## src/hw/tiv_map.svh

```systemverilog
// Constants for the timer interval-mode channel: register offsets, fields, resets, timing.
// Assumes an APB slave with 32-bit data on a 40 MHz pclk.
// How it works
// - Pulse-width mode: source bit picks expiry or gate rise as flag cause.
// - Mode A=1, B=0 selects frequency measurement behaviour.
// - Mode A=1, B=1 selects pulse-width comparison behaviour.
// - Single shot needs A=0, source bit 1, output enable 1 for one pulse.
// - Single shot initialises on gate fall, reset, or latch write when B=0.
// - Frequency source 1 and pulse-width: init on unflagged gate fall or reset.
// - Interval modes start counting on gate fall without write, reset or flag.
// - Frequency mode stops counting on latch write, reset or flag.
// - Frequency flag: gate fall before expiry (src 0) or expiry first (src 1).
// - Pulse-width stops counting on write, flag, reset, or gate high.
// - Pulse-width flag: gate rise before expiry (src 0) or expiry first (src 1).
// - A host write to the latch register is the latch-write event.
// - Only timer reset (internal bit or external pin) clears flag and initialises.
// - External gate and reset pass a synchroniser before use.
`ifndef TIV_MAP_SVH
`define TIV_MAP_SVH
`define TIV_CTRL_OFS 12'h000
`define TIV_LATCH_OFS 12'h004
`define TIV_STATUS_OFS 12'h008
`define TIV_MASK_OFS 12'h00c
`define TIV_COUNT_OFS 12'h010
`define TIV_CTRL_RST 8'h01
`define TIV_LATCH_RST 16'hffff
`define TIV_F_IRST 0
`define TIV_F_WIDTH 2
`define TIV_F_MODEA 3
`define TIV_F_MODEB 4
`define TIV_F_SRC 5
`define TIV_F_OE 7
`define TIV_ST_FLAG 0
`define TIV_ST_EXP 1
`define TIV_SYNC_STAGES 2
`endif

```

## src/hw/tiv_pkg.sv

```systemverilog
// Types for the timer interval-mode channel.
// Assumes tiv_map.svh supplies all numeric constants.
package tiv_pkg;
    typedef enum logic [3:0] {
        TIV_CONT = 4'b0001,
        TIV_SHOT = 4'b0010,
        TIV_FREQ = 4'b0100,
        TIV_PWID = 4'b1000
    } tiv_mode_t;
endpackage

```

## src/hw/tiv_timer.sv

```systemverilog
// One timer channel with single-shot, frequency and pulse-width modes behind APB.
// Assumes gate_n and ext_reset_n are asynchronous pins; gate_n is low-active.
`timescale 1ns/1ps
`include "tiv_map.svh"
module tiv_timer (
    input wire logic pclk,
    input wire logic presetn,
    input wire logic psel,
    input wire logic penable,
    input wire logic pwrite,
    input wire logic [11:0] paddr,
    input wire logic [31:0] pwdata,
    output logic [31:0] prdata,
    output logic pready,
    output logic pslverr,
    input wire logic gate_n,
    input wire logic ext_reset_n,
    output logic pulse_out,
    output logic irq
);
    logic [7:0] ctrl_reg;
    logic [15:0] latch_reg;
    logic [15:0] count_reg;
    logic run_reg;
    logic flag_reg;
    logic exp_sticky_reg;
    logic [1:0] mask_reg;
    logic gate_prev_reg;
    logic gate_s;
    logic ext_rst_s;
    logic shot_done_reg;
    logic wr_acc;
    logic latch_wr;
    logic timer_rst;
    logic gate_fall;
    logic gate_rise;
    logic expiry;
    logic init;
    logic run_set;
    logic run_clr;
    logic flag_set;
    logic mode_a;
    logic mode_b;
    logic src;
    tiv_pkg::tiv_mode_t mode;

    // Gate and external reset arrive from pins, so both are synchronised first.
    tiv_sync u_gate_sync (
        .pclk(pclk),
        .presetn(presetn),
        .async_in(~gate_n),
        .sync_out(gate_s)
    );
    tiv_sync u_rst_sync (
        .pclk(pclk),
        .presetn(presetn),
        .async_in(~ext_reset_n),
        .sync_out(ext_rst_s)
    );

    // Edge detection works on the synchronised gate; gate_s high means the pin is low.
    always_ff @(posedge pclk or negedge presetn) begin
        if (!presetn) begin
            gate_prev_reg <= 1'b0;
        end else begin
            gate_prev_reg <= gate_s;
        end
    end

    // Decoded control fields.
    always_comb begin
        mode_a = ctrl_reg[`TIV_F_MODEA];
        mode_b = ctrl_reg[`TIV_F_MODEB];
        src = ctrl_reg[`TIV_F_SRC];
        if (mode_a && mode_b) begin
            mode = tiv_pkg::TIV_PWID;
        end else if (mode_a) begin
            mode = tiv_pkg::TIV_FREQ;
        end else if (src) begin
            mode = tiv_pkg::TIV_SHOT;
        end else begin
            mode = tiv_pkg::TIV_CONT;
        end
    end

    // Event terms used by the mode equations.
    assign wr_acc = psel && penable && pwrite;
    assign latch_wr = wr_acc && (paddr == `TIV_LATCH_OFS);
    assign timer_rst = ctrl_reg[`TIV_F_IRST] || ext_rst_s;
    assign gate_fall = gate_s && !gate_prev_reg;
    assign gate_rise = !gate_s && gate_prev_reg;
    assign expiry = run_reg && (count_reg == 16'h0000);

    // Counter initialisation per mode.
    always_comb begin
        init = timer_rst;
        case (mode)
            tiv_pkg::TIV_SHOT,
            tiv_pkg::TIV_CONT: begin
                init = gate_fall || timer_rst || (latch_wr && !mode_b);
            end
            tiv_pkg::TIV_FREQ: begin
                if (!src) begin
                    init = timer_rst || (gate_fall && !flag_reg && (!run_reg || expiry));
                end else begin
                    init = timer_rst || (gate_fall && !flag_reg);
                end
            end
            tiv_pkg::TIV_PWID: begin
                init = timer_rst || (gate_fall && !flag_reg);
            end
            default: begin
                init = timer_rst;
            end
        endcase
    end

    // Count-run set and clear, and the interrupt flag cause.
    always_comb begin
        run_set = 1'b0;
        run_clr = 1'b0;
        flag_set = 1'b0;
        case (mode)
            tiv_pkg::TIV_FREQ: begin
                run_set = gate_fall && !latch_wr && !timer_rst && !flag_reg;
                run_clr = latch_wr || timer_rst || flag_reg;
                // Source 0: gate fall ends an unexpired count; source 1: expiry comes first.
                flag_set = src ? (expiry && !gate_fall) : (gate_fall && run_reg && !expiry);
            end
            tiv_pkg::TIV_PWID: begin
                run_set = gate_fall && !latch_wr && !timer_rst && !flag_reg;
                run_clr = latch_wr || flag_reg || timer_rst || !gate_s;
                flag_set = src ? (expiry && !gate_rise) : (gate_rise && run_reg && !expiry);
            end
            default: begin
                run_set = init && !timer_rst;
                run_clr = timer_rst || (expiry && mode == tiv_pkg::TIV_SHOT);
                flag_set = expiry;
            end
        endcase
    end

    // Counter and run flip-flop; a clear in the same cycle beats a set.
    always_ff @(posedge pclk or negedge presetn) begin
        if (!presetn) begin
            count_reg <= `TIV_LATCH_RST;
            run_reg <= 1'b0;
        end else begin
            // A latch write that initialises must load the word being written, not the stale latch.
            if (init && latch_wr) begin
                count_reg <= pwdata[15:0];
            end else if (init) begin
                count_reg <= latch_reg;
            end else if (run_reg) begin
                count_reg <= count_reg - 16'h0001;
            end
            if (run_clr) begin
                run_reg <= 1'b0;
            end else if (run_set) begin
                run_reg <= 1'b1;
            end else if (expiry && mode == tiv_pkg::TIV_FREQ && !src) begin
                run_reg <= 1'b1; // Expiry before the gate recycles the count.
            end
        end
    end

    // Interrupt flag is cleared only by a timer reset; a set event wins over it.
    always_ff @(posedge pclk or negedge presetn) begin
        if (!presetn) begin
            flag_reg <= 1'b0;
            exp_sticky_reg <= 1'b0;
        end else begin
            if (flag_set) begin
                flag_reg <= 1'b1;
            end else if (timer_rst) begin
                flag_reg <= 1'b0;
            end
            if (expiry) begin
                exp_sticky_reg <= 1'b1;
            end else if (wr_acc && paddr == `TIV_STATUS_OFS && pwdata[`TIV_ST_EXP]) begin
                exp_sticky_reg <= 1'b0;
            end
        end
    end

    // Single-shot output: one pulse, then low until the next initialisation.
    always_ff @(posedge pclk or negedge presetn) begin
        if (!presetn) begin
            shot_done_reg <= 1'b0;
            pulse_out <= 1'b0;
        end else begin
            if (init) begin
                shot_done_reg <= 1'b0;
            end else if (expiry) begin
                shot_done_reg <= 1'b1;
            end
            pulse_out <= (mode == tiv_pkg::TIV_SHOT) && ctrl_reg[`TIV_F_OE] && run_reg && !shot_done_reg;
        end
    end

    // Software registers. Latch writes are captured on the APB access edge.
    always_ff @(posedge pclk or negedge presetn) begin
        if (!presetn) begin
            ctrl_reg <= `TIV_CTRL_RST;
            latch_reg <= `TIV_LATCH_RST;
            mask_reg <= 2'h0;
        end else if (wr_acc) begin
            if (paddr == `TIV_CTRL_OFS) begin
                ctrl_reg <= pwdata[7:0];
            end else if (paddr == `TIV_LATCH_OFS) begin
                latch_reg <= pwdata[15:0];
            end else if (paddr == `TIV_MASK_OFS) begin
                mask_reg <= pwdata[1:0];
            end
        end
    end

    // Read mux and answer; the slave always replies in the first access cycle.
    always_ff @(posedge pclk or negedge presetn) begin
        if (!presetn) begin
            prdata <= 32'h0000_0000;
            pready <= 1'b0;
            pslverr <= 1'b0;
        end else begin
            pready <= psel && !penable;
            pslverr <= 1'b0;
            prdata <= 32'h0000_0000;
            if (psel && !penable) begin
                if (paddr == `TIV_CTRL_OFS) begin
                    prdata <= {24'h000000, ctrl_reg};
                end else if (paddr == `TIV_LATCH_OFS) begin
                    prdata <= {16'h0000, latch_reg};
                end else if (paddr == `TIV_STATUS_OFS) begin
                    prdata <= {30'h0, exp_sticky_reg, flag_reg};
                end else if (paddr == `TIV_MASK_OFS) begin
                    prdata <= {30'h0, mask_reg};
                end else if (paddr == `TIV_COUNT_OFS) begin
                    prdata <= {15'h0000, run_reg, count_reg};
                end else begin
                    pslverr <= 1'b1; // Unmapped addresses answer with an error.
                end
            end
        end
    end

    // Level interrupt from the masked status bits.
    always_ff @(posedge pclk or negedge presetn) begin
        if (!presetn) begin
            irq <= 1'b0;
        end else begin
            irq <= |({exp_sticky_reg, flag_reg} & mask_reg);
        end
    end
endmodule // tiv_timer

```

## src/hw/tiv_sync.sv

```systemverilog
// Two-stage synchroniser for one asynchronous level.
// Assumes the input is free of glitches shorter than a pclk period.
`timescale 1ns/1ps
module tiv_sync (
    input wire logic pclk,
    input wire logic presetn,
    input wire logic async_in,
    output logic sync_out
);
    logic meta_reg;

    // The first stage feeds only the second stage.
    always_ff @(posedge pclk or negedge presetn) begin
        if (!presetn) begin
            meta_reg <= 1'b0;
            sync_out <= 1'b0;
        end else begin
            meta_reg <= async_in;
            sync_out <= meta_reg;
        end
    end
endmodule // tiv_sync

```

## config.mk

```make
export PLATFORM = sky130hd
export DESIGN_NAME = tiv_timer
export DESIGN_NICKNAME = d
export VERILOG_FILES = /design/src/hw/tiv_pkg.sv /design/src/hw/tiv_timer.sv /design/src/hw/tiv_sync.sv
export VERILOG_INCLUDE_DIRS = /design/src /design/src/hw
export SDC_FILE = /design/constraint.sdc
export NUM_CORES = 1
export LEC_CHECK = 0
export BUFFER_PORTS_ARGS = -buffer_cell sky130_fd_sc_hd__buf_2
export CORE_AREA = 4 4 100 83
export CTS_CLUSTER_DIAMETER = 40
export DETAILED_ROUTE_END_ITERATION = 8
export DIE_AREA = 0 0 104 87
export GPL_ROUTABILITY_DRIVEN = 1
export PLACE_DENSITY = 0.75
export SLEW_MARGIN = 20
export SYNTH_ARGS = -nofsm -noshare
export SYNTH_HDL_FRONTEND = slang
export SYNTH_SLANG_ARGS = --single-unit
```

## constraint.sdc

```tcl
create_clock -name pclk -period 2.45 [get_ports pclk]
set_clock_uncertainty 0.2 [all_clocks]
set_input_delay 0.49 -clock pclk [delete_from_list [all_inputs] [get_ports pclk]]
set_output_delay 0.49 -clock pclk [all_outputs]
set_load 0.01 [all_outputs]
```

==> out/results.tsv, run 1 <==
metric	value	unit
Slew headroom	63.3	%
H-tree Lvls	3	
floorplan row count	28	
mapped cell area	0.00362	mm^2
final cell count without fillers	482	
CP Launch Type	register	
Synth Area in Adders	0.691	%
Core Util, Final	58.8	%
leakage	0.00198	uW
Netlist cell types	57	
CP arrival	2.40	ns
final cycle utilization of the critical path	94.9	%
die area	0.00905	mm^2
Area Growth Syn to Fin	18.4	%
io pins	87	
Max-Cap Viols	0	
floorplan core area	0.00729	mm^2
initial antenna violation count	0	
Worst-Margin Slew	0.549	ns
multiplexer share of the synthesized area	12.5	%
die width	104	um
power per cell area	627	mW/mm^2
Die Height	87	um
Routed WL	8090	um
initial core utilization	49.7	%
worst skew pair latency	0.35	ns
VDD IR max	0.000352	V
drt drc	0	
vias per inst	5.49	
DP Area	0.00404	mm^2
Max stage delay on crit path	0.57	ns
Total Routing Usage GR	18.9	%
final setup fails	0	
Ys Warns	0	
routed length per placed instance	16.8	um
Pre-Repair DR Iteration Count	5	
Post-synth EDFFs	0	
gp weighted congestion	0.929	
largest net degree at the start of global routing	73	
CTS sink cnt	72	
layout cells sized above 1	43.4	%
setup tns final	0	ns
CP Class	register to register	
Filler cells	609	
gate count of the mapped netlist	314	
max-slew violations	0	
Yosys top cell area share	27.0	%
post_cts resized	0	
Final Hold Fails	0	
Clock transition at path regs	0.07	ns
main flop type after synthesis	dfrtp_1	
Critical Path Fanout Max	17	
HP Class	input pin to register	
Async S/R FF share, synth	100	%
Worst EP required	2.52	ns
#FFs+latches synth	72	
diodes inserted	0	
via count	2648	
RSZ-0062 raised after global routing	no	
result of the run	finished clean	
# nets final	440	
type of destination of the critical path	register	
slowest CP cell	dfstp_2	
port buffer count	55	
placed insts	465	
Congestion Overflow GR	0	
Synth area leader	dfrtp_1	
CTS tree	done	
FMAX	0.430	GHz
crit path cell chain	inv_1, ha_1, nor4b_1, and4_4, o21ai_4, and2_4, mux2_2	
First DRT Iteration DRCs	135	
total power	2690	uW
total CTS buffers	9	
antenna-violating nets left	0	
max reg flops	17	
root buffer cell	clkbuf_8	
Clock Path Buffers	2	
simple-gate share of the synthesized area	15.5	%
xor/xnor cell area share of the yosys netlist	3.15	%
Mean Syn Cell Area	11.5	um^2
largest cells by area after synthesis	dfrtp_1 27%, dfstp_2 24%, mux2_2 10%	
Tmin final	2.33	ns
design area	0.00428	mm^2
number of global-route vias before repair	2614	
register area share after synthesis	50.9	%
main combinational cell family by area after synthesis	simple AND/OR/NAND/NOR gates	
HPWL Detailed	5940	um
Compound-Gate Fraction of Synth Area	11.1	%
first-pass GRT wire length	13300	um
==> cells in the mapped netlist, drive strengths merged (7+ instances only) <==
| cell type | count |
|---|---|
| dfstp | 33 |
| dfrtp | 39 |
| mux2 | 37 |
| nor2 | 29 |
| inv | 9 |
| a21oi | 11 |
| xor2 | 10 |
| buf | 22 |
| nor3 | 7 |
| nand3 | 8 |
| o21ai | 12 |
| nand2 | 20 |
| a22oi | 9 |
==> logic make-up after synthesis <==
kind of cell / after synthesis
AND/OR/NAND/NOR: 99
XOR/XNOR: 13
multiplexers: 38
adder cells (fa/ha/maj): 2
other: 1
buffers and inverters: 34
AO/OA/AOI/OAI: 55
flip-flops: 72
==> per-layer routing <==
metal	part of all wire [%]	track usage [%]
met5	0	0
met4	1.1	6.88
met3	6.2	4.89
met2	47	29.8
met1	45	25.5
==> where the power goes <==
part	internal (uW)	leakage, uW	switching [uW]
clock network	627	0.000119	432
registers	1240	0.000864	44.2
logic	151	0.000999	192
total	2020	0.00198	669
==> timing repair <==
item	4_1_cts	5_1_grt
hold buffers	1	0
setup buffers	0	0
endpoints found under the hold margin	39	0
==> metrics by stage <==
stage	setup slack (ns)	hold slack (ns)
after detailed placement	0.0110	0.135
final	0.124	0.0692
after global placement	0.0209	0.135
after CTS	0.123	0.0562
after floorplan	0.195	-0.00559
after global routing	0.0284	0.0685
==> layout by cell type, fill, tap and decap left out, types with 4 or more instances in the layout <==
cell       n
buf_2     55
dfrtp_1   39
mux2_2    33
dfstp_2   33
nor2_1    28
nand2_1   20
conb_1    15
buf_4     14
a21oi_1   11
clkbuf_8  11
o21ai_0   10
xor2_1    10
inv_1      9
a22oi_1    9
nand3_1    8
nor3_1     6
nand2b_1   4
nand4_1    4
a211oi_1   4
mux2_4     4
==> cell type report <==
type                    instances  area (um^2)  area share (%)
clock buffers                  11          151            3.53
repair buffers                 73          450            10.5
clock inverters                 5         78.8            1.84
multi-input cells             222         1610            37.7
flip-flops and latches         72         1840            43.0
inverters                       9         33.8           0.789
well taps                      90          113            2.63
==> worst paths after layout <==
path / start / to / slack, ns / depth (start not counted)
max in group asynchronous: presetn / count_reg[1]$_DFFE_PN1P_ / 1.21 / 3
worst min-delay path: gate_n / u_gate_sync.meta_reg$_DFF_PN0_ / 0.07 / 2
worst max-delay path: count_reg[0]$_DFFE_PN1P_ / count_reg[11]$_DFFE_PN1P_ / 0.12 / 7
min in group asynchronous: presetn / prdata[0]$_DFF_PN0_ / 0.48 / 3
worst min register to register: u_rst_sync.meta_reg$_DFF_PN0_ / u_rst_sync.sync_out$_DFF_PN0_ / 0.15 / 0
worst max register to register: count_reg[0]$_DFFE_PN1P_ / count_reg[11]$_DFFE_PN1P_ / 0.12 / 7
==> worst max-delay path, delay by kind of cell, from the launching register on <==
family / cells / cell delay, ns
AO/OA/AOI/OAI: 1 / 0.13
multiplexers: 1 / 0.37
adder cells (fa/ha/maj): 1 / 0.21
buffers and inverters: 1 / 0.09
flip-flops: 1 / 0.57
AND/OR/NAND/NOR: 3 / 0.68
(Power assumes the default switching activity.)
==> run 2, diff against run 1 <==
--- a/config.mk
+++ b/config.mk
@@ -12,7 +12,9 @@
 export DETAILED_ROUTE_END_ITERATION = 8
 export DIE_AREA = 0 0 104 87
 export GPL_ROUTABILITY_DRIVEN = 1
+export HOLD_SLACK_MARGIN = 0.12
 export PLACE_DENSITY = 0.75
+export RECOVER_POWER = 50
 export SLEW_MARGIN = 20
 export SYNTH_ARGS = -nofsm -noshare
 export SYNTH_HDL_FRONTEND = slang
==> out/results.tsv, run 2 (synthesis results as in run 1) <==
metric	value	unit	change
die width	104	um	unchanged
RSZ-0062 raised after global routing	no		unchanged
port buffer count	55		unchanged
Critical Path Fanout Max	17		unchanged
WHS Path Cells	0		was 2
die area	0.00905	mm^2	unchanged
setup tns final	0	ns	unchanged
CTS sink cnt	72		unchanged
Pre-Repair DR Iteration Count	5		unchanged
# nets final	442		was 440
max reg flops	17		unchanged
leakage	0.00197	uW	was 0.00198 uW
Slew headroom	36.5	%	was 63.3%
r2r endpoint	count_reg[11]$_DFFE_PN1P_		unchanged
Die Height	87	um	unchanged
io pins	87		unchanged
via count	2657		was 2,648
r2r startpoint	count_reg[0]$_DFFE_PN1P_		unchanged
type of destination of the critical path	register		unchanged
Routed WL	8140	um	was 8090 um
max-slew violations	0		unchanged
final cycle utilization of the critical path	95.0	%	was 94.9%
setup slack, reg-to-reg	0.12	ns	about the same
postcts setup bufs	0		unchanged
floorplan row count	28		unchanged
layout cells sized above 1	42.4	%	was 43.4%
antenna-violating nets left	0		unchanged
routed length per placed instance	16.8	um	about the same
total power	2680	uW	was 2690 uW
Congestion Overflow GR	0		unchanged
Final Hold Fails	0		unchanged
initial antenna violation count	0		unchanged
VDD IR max	0.000351	V	was 0.000352 V
drt drc	0		unchanged
final setup fails	0		unchanged
Area Growth Syn to Fin	18.5	%	was 18.4%
pre-CTS WS	0.0110	ns	unchanged
Clock transition at path regs	0.07	ns	about the same
initial core utilization	49.7	%	unchanged
gp weighted congestion	0.929		unchanged
number of global-route vias before repair	2632		was 2,614
number of cells on the worst reg-to-reg path	7		unchanged
total CTS buffers	9		unchanged
Tmin final	2.33	ns	about the same
setup ws final	0.122	ns	was 0.124 ns
CP Launch Type	register		unchanged
result of the run	finished clean		unchanged
vias per inst	5.49		about the same
most common cell after layout, fill and taps aside	buf_2		unchanged
Worst-Margin Slew	0.952	ns	was 0.549 ns
CP Class	register to register		unchanged
FMAX	0.430	GHz	about the same
CP arrival	2.40	ns	about the same
Clock Path Buffers	2		unchanged
most frequent cells in the layout	52 x buf_2, 39 x dfrtp_1, 33 x mux2_2, 33 x dfstp_2, 28 x nor2_1		was 55 x buf_2, 39 x dfrtp_1, 33 x mux2_2, 33 x dfstp_2, 28 x nor2_1
Total Routing Usage GR	19.0	%	was 18.9%
HP Class	register to register		was input pin to register
largest net degree at the start of global routing	73		unchanged
Worst Hold End	u_rst_sync.sync_out$_DFF_PN0_		was u_gate_sync.meta_reg$_DFF_PN0_
Max-Cap Viols	0		unchanged
power per cell area	625	mW/mm^2	was 627 mW/mm^2
H-tree Lvls	3		unchanged
HPWL Detailed	5940	um	unchanged
diodes inserted	0		unchanged
worst skew pair latency	0.34	ns	was 0.35 ns
floorplan core area	0.00729	mm^2	unchanged
worst hold start	u_rst_sync.meta_reg$_DFF_PN0_		was gate_n
Worst EP required	2.52	ns	about the same
root buffer cell	clkbuf_8		unchanged
First DRT Iteration DRCs	116		was 135
CTS tree	done		unchanged
Core Util, Final	58.8	%	about the same
first-pass GRT wire length	13300	um	about the same
-- run 2: routing by layer --
layer  global-route usage (%)  wire length, um  share of wire (%)  up-vias
met3                     4.89              534                6.6       10
met2                     29.9             3840                 47       84
li1                         -                -                  -     1246
met1                     25.6             3670                 45     1317
met4                     7.00               89                1.1        0
met5                        0                0                  0        -
-- run 2: power breakdown --
| part | leakage, uW | total (uW) | switching (uW) | internal [uW] |
|---|---|---|---|---|
| Clock | 0.000119 | 1060 | 429 | 627 |
| Combinational | 0.000991 | 343 | 193 | 150 |
| Sequential | 0.000864 | 1280 | 43.5 | 1240 |
| Total | 0.00197 | 2680 | 665 | 2020 |
-- run 2: worst max path at each step --
| stage | start | to | slack [ns] | cells past startpoint |
|---|---|---|---|---|
| 2_1_floorplan | paddr[2] | count_reg[0]$_DFFE_PN1P_ | 0.19 | 8 |
| 3_3_place_gp | paddr[1] | prdata[5]$_DFF_PN0_ | 0.02 | 7 |
| 3_5_place_dp | paddr[5] | prdata[5]$_DFF_PN0_ | 0.01 | 7 |
| 4_1_cts | count_reg[0]$_DFFE_PN1P_ | count_reg[11]$_DFFE_PN1P_ | 0.12 | 7 |
| 5_1_grt | count_reg[0]$_DFFE_PN1P_ | count_reg[5]$_DFFE_PN1P_ | 0.03 | 7 |
| 6_report | count_reg[0]$_DFFE_PN1P_ | count_reg[11]$_DFFE_PN1P_ | 0.12 | 7 |
-- run 2: final cells by class --
| type | instances | area (um^2) |
|---|---|---|
| clock buffer | 11 | 151 |
| sequential | 72 | 1840 |
| timing repair buffer | 75 | 454 |
| inverter | 9 | 33.8 |
| clock inverter | 5 | 78.8 |
| fill | 608 | 3000 |
| tap | 90 | 113 |
| multi-input combinational | 222 | 1610 |
-- run 2: per-stage QoR --
stage | hold slack (ns) | instance area, um^2 | cells
after floorplan | -0.00559 | 3670 | 328
after global placement | 0.135 | 4040 | 465
after detailed placement | 0.135 | 4040 | 465
after CTS | 0.155 | 4300 | 484
after global routing | 0.168 | 4290 | 484
final | 0.150 | 4290 | 484
-- run 2: worst max-delay path: stages (launching register included) --
cell and delay [ns]:
dfstp_2 0.57, inv_1 0.08, ha_1 0.21, nor4b_1 0.14, and4_4 0.21, o21ai_4 0.13
and2_4 0.34, mux2_2 0.37
-- run 2: repair_timing --
item | in CTS | in global routing
resized for setup | 0 | 0
hold buffers | 3 | 0
endpoints found under the hold margin | 41 | 0
==> run 3, diff against run 2 <==
--- a/config.mk
+++ b/config.mk
@@ -6,14 +6,15 @@
 export SDC_FILE = /design/constraint.sdc
 export NUM_CORES = 1
 export LEC_CHECK = 0
+export ABC_AREA = 1
 export BUFFER_PORTS_ARGS = -buffer_cell sky130_fd_sc_hd__buf_2
-export CORE_AREA = 4 4 100 83
+export CORE_AREA = 4 4 106 88
 export CTS_CLUSTER_DIAMETER = 40
 export DETAILED_ROUTE_END_ITERATION = 8
-export DIE_AREA = 0 0 104 87
+export DIE_AREA = 0 0 110 92
 export GPL_ROUTABILITY_DRIVEN = 1
 export HOLD_SLACK_MARGIN = 0.12
-export PLACE_DENSITY = 0.75
+export PLACE_DENSITY = 0.74
 export RECOVER_POWER = 50
 export SLEW_MARGIN = 20
 export SYNTH_ARGS = -nofsm -noshare
==> out/results.tsv, run 3 <==
metric	value	unit	change
initial core utilization	49.9	%	was 49.7%
first-pass GRT wire length	17200	um	was 13,300 um
drt drc	0		unchanged
largest net degree at the start of global routing	73		unchanged
Max-Cap Viols	0		unchanged
floorplan core area	0.00830	mm^2	was 0.00729 mm^2
vias per inst	5.17		was 5.49
routed length per placed instance	14.5	um	was 16.8 um
Area Growth Syn to Fin	14.4	%	was 18.5%
H-tree Lvls	3		unchanged
#FFs+latches synth	72		unchanged
Critical Path Fanout Max	8		was 17
Ys Warns	0		unchanged
Die Height	92	um	was 87 um
Synth Area in Adders	0.605	%	was 0.691%
HP Class	input pin to register		was register to register
top post-synthesis cells by count	159 x nand2_1, 56 x nor2_1, 48 x inv_1, 47 x nand3_1, 39 x dfrtp_1		was 39 x dfrtp_1, 33 x dfstp_2, 33 x mux2_2, 28 x nor2_1, 20 x nand2_1
antenna-violating nets left	0		unchanged
busiest grt layer	met2		unchanged
mapped cell area	0.00414	mm^2	was 0.00362 mm^2
power per cell area	582	mW/mm^2	was 625 mW/mm^2
via count	3766		was 2,657
most frequent cell on the critical path	nand2_1		
worst skew pair latency	0.35	ns	was 0.34 ns
VDD IR max	0.000279	V	was 0.000351 V
Worst EP required	2.54	ns	was 2.52 ns
Routed WL	10600	um	was 8140 um
xor/xnor cell area share of the yosys netlist	1.69	%	was 3.15%
Max stage delay on crit path	0.55	ns	was 0.57 ns
FMAX	0.458	GHz	was 0.430 GHz
met3 Resource Use GR	4.71	%	was 4.89%
port buffer count	55		unchanged
total power	2760	uW	was 2680 uW
Final Hold Fails	0		unchanged
met2 GRT Util	32.6	%	was 29.9%
gate count of the mapped netlist	543		was 314
Clock Path Buffers	2		unchanged
layout cells sized above 1	25.2	%	was 42.4%
Congestion Overflow GR	0		unchanged
multiplexer share of the synthesized area	0	%	was 12.5%
First DRT Iteration DRCs	349		was 116
leakage	0.00242	uW	was 0.00197 uW
Worst-Margin Slew	0.981	ns	was 0.952 ns
slowest CP cell	dfstp_2		unchanged
diodes inserted	0		unchanged
RSZ-0062 raised after global routing	no		unchanged
Total Routing Usage GR	21.8	%	was 19.0%
Async S/R FF share, synth	100	%	unchanged
Netlist cell types	38		was 57
gp weighted congestion	0.920		was 0.929
Synth area leader	dfrtp_1		unchanged
crit path cell chain	inv_1, ha_1, nand2_1, nor2_1, nand2_1, nand3_2, nand2_4, nand2_4, inv_2, nand2_4, inv_1, nand2_1, nand2_1		was inv_1, ha_1, nor4b_1, and4_4, o21ai_4, and2_4, mux2_2
CP arrival	2.27	ns	was 2.40 ns
die width	110	um	was 104 um
final setup fails	0		unchanged
type of destination of the critical path	register		unchanged
number of global-route vias before repair	3514		was 2,632
# nets final	664		was 442
main flop type after synthesis	dfrtp_1		unchanged
CTS sink cnt	72		unchanged
CTS tree	done		unchanged
total CTS buffers	9		unchanged
post_cts resized	0		unchanged
most common cell after layout, fill and taps aside	nand2_1		was buf_2
root buffer cell	clkbuf_8		unchanged
setup tns final	0	ns	unchanged
main combinational cell family by area after synthesis	simple AND/OR/NAND/NOR gates		unchanged
result of the run	finished clean		unchanged
CP Launch Type	register		unchanged
most frequent cells in the layout	159 x nand2_1, 56 x nor2_1, 52 x buf_2		was 52 x buf_2, 39 x dfrtp_1, 33 x mux2_2, 33 x dfstp_2, 28 x nor2_1
Pre-Repair DR Iteration Count	5		unchanged
Clock transition at path regs	0.08	ns	was 0.07 ns
M1 GR Usage	31.5	%	was 25.6%
most common cell in the synthesized netlist	nand2_1		was dfrtp_1
Compound-Gate Fraction of Synth Area	8.77	%	was 11.1%
simple-gate share of the synthesized area	33.8	%	was 15.5%
floorplan row count	30		was 28
Post-synth EDFFs	0		unchanged
io pins	87		unchanged
die area	0.0101	mm^2	was 0.00905 mm^2
Tmin final	2.18	ns	was 2.33 ns
HPWL Detailed	7770	um	was 5940 um
Slew headroom	34.6	%	was 36.5%
register area share after synthesis	44.5	%	was 50.9%
Mean Syn Cell Area	7.62	um^2	was 11.5 um^2
final cycle utilization of the critical path	89.1	%	was 95.0%
max-slew violations	0		unchanged
CP Class	register to register		unchanged
largest cells by area after synthesis	dfrtp_1 24%, dfstp_2 21%, nand2_1 14%		was dfrtp_1 27%, dfstp_2 24%, mux2_2 10%
initial antenna violation count	0		unchanged
Yosys top cell area share	23.6	%	was 27.0%
max reg flops	17		unchanged
-- run 3: through the flow --
step | setup WS (ns) | hold WS [ns] | cells | cell area, um^2 | utilization [%]
floorplan | 0.516 | -0.00559 | 557 | 4190 | -
global placement | 0.159 | 0.134 | 709 | 4500 | 54.3
detailed placement | 0.127 | 0.136 | 709 | 4500 | 54.3
CTS | 0.283 | 0.132 | 728 | 4760 | 57.3
global route | 0.0845 | 0.154 | 728 | 4740 | 57.1
finish | 0.266 | 0.138 | 728 | 4740 | 57.1
-- run 3: per-layer routing --
metal | wire (um) | part of all wire (%)
met5 | 0 | 0
met2 | 4790 | 45
met3 | 812 | 7.7
met4 | 139 | 1.3
met1 | 4830 | 46
-- run 3: worst max-delay path, delay by kind of cell (launching register included) --
| kind | cells | cell delay [ns] |
|---|---|---|
| and+or+nand+nor | 9 | 0.70 |
| DFF | 1 | 0.55 |
| buffers and inverters | 3 | 0.43 |
| adders and majority gates | 1 | 0.24 |
-- run 3: final timing paths --
check / startpoint / endpoint / slack [ns] / depth (start not counted)
max: count_reg[0]$_DFFE_PN1P_ / count_reg[2]$_DFFE_PN1P_ / 0.27 / 13
min: pwdata[10] / latch_reg[10]$_DFFE_PN1P_ / 0.14 / 3
max reg2reg: count_reg[0]$_DFFE_PN1P_ / count_reg[2]$_DFFE_PN1P_ / 0.27 / 13
min reg2reg: u_gate_sync.meta_reg$_DFF_PN0_ / u_gate_sync.sync_out$_DFF_PN0_ / 0.15 / 0
max in group asynchronous: presetn / ctrl_reg[3]$_DFFE_PN0P_ / 0.68 / 3
min in group asynchronous: presetn / pready$_DFF_PN0_ / 0.75 / 3
-- run 3: timing repair --
item | in CTS | in global routing
hold buffers | 3 | 0
buffers inserted | 0 | 0
setup endpoints to repair | 0 | 0
endpoints found under the hold margin | 41 | 0
-- run 3: final cells by class --
type	instances	area, um^2
Timing Repair Buffer	72	403
Tap cell	112	140
Clock inverter	4	76.3
Multi-Input combinational cell	399	1910
Clock buffer	12	145
Sequential cell	72	1840
Inverter	57	216
Fill cell	794	3560
-- run 3: kinds of logic (layout without fill, tap and decap cells) --
kind of cell | Yosys count | after routing
simple gates | 308 | 308
buf+inv | 86 | 145
flops | 72 | 72
compound gates | 66 | 66
xor+xnor | 8 | 8
fa+ha+maj | 2 | 2
other cells | 1 | 15
-- run 3: report_power, final --
part	total (uW)	internal [uW]	leakage, uW	switching (uW)
Sequential	1300	1250	0.000867	54.9
Combinational	391	132	0.00145	260
Clock	1060	606	0.000107	457
Total	2760	1990	0.00242	772
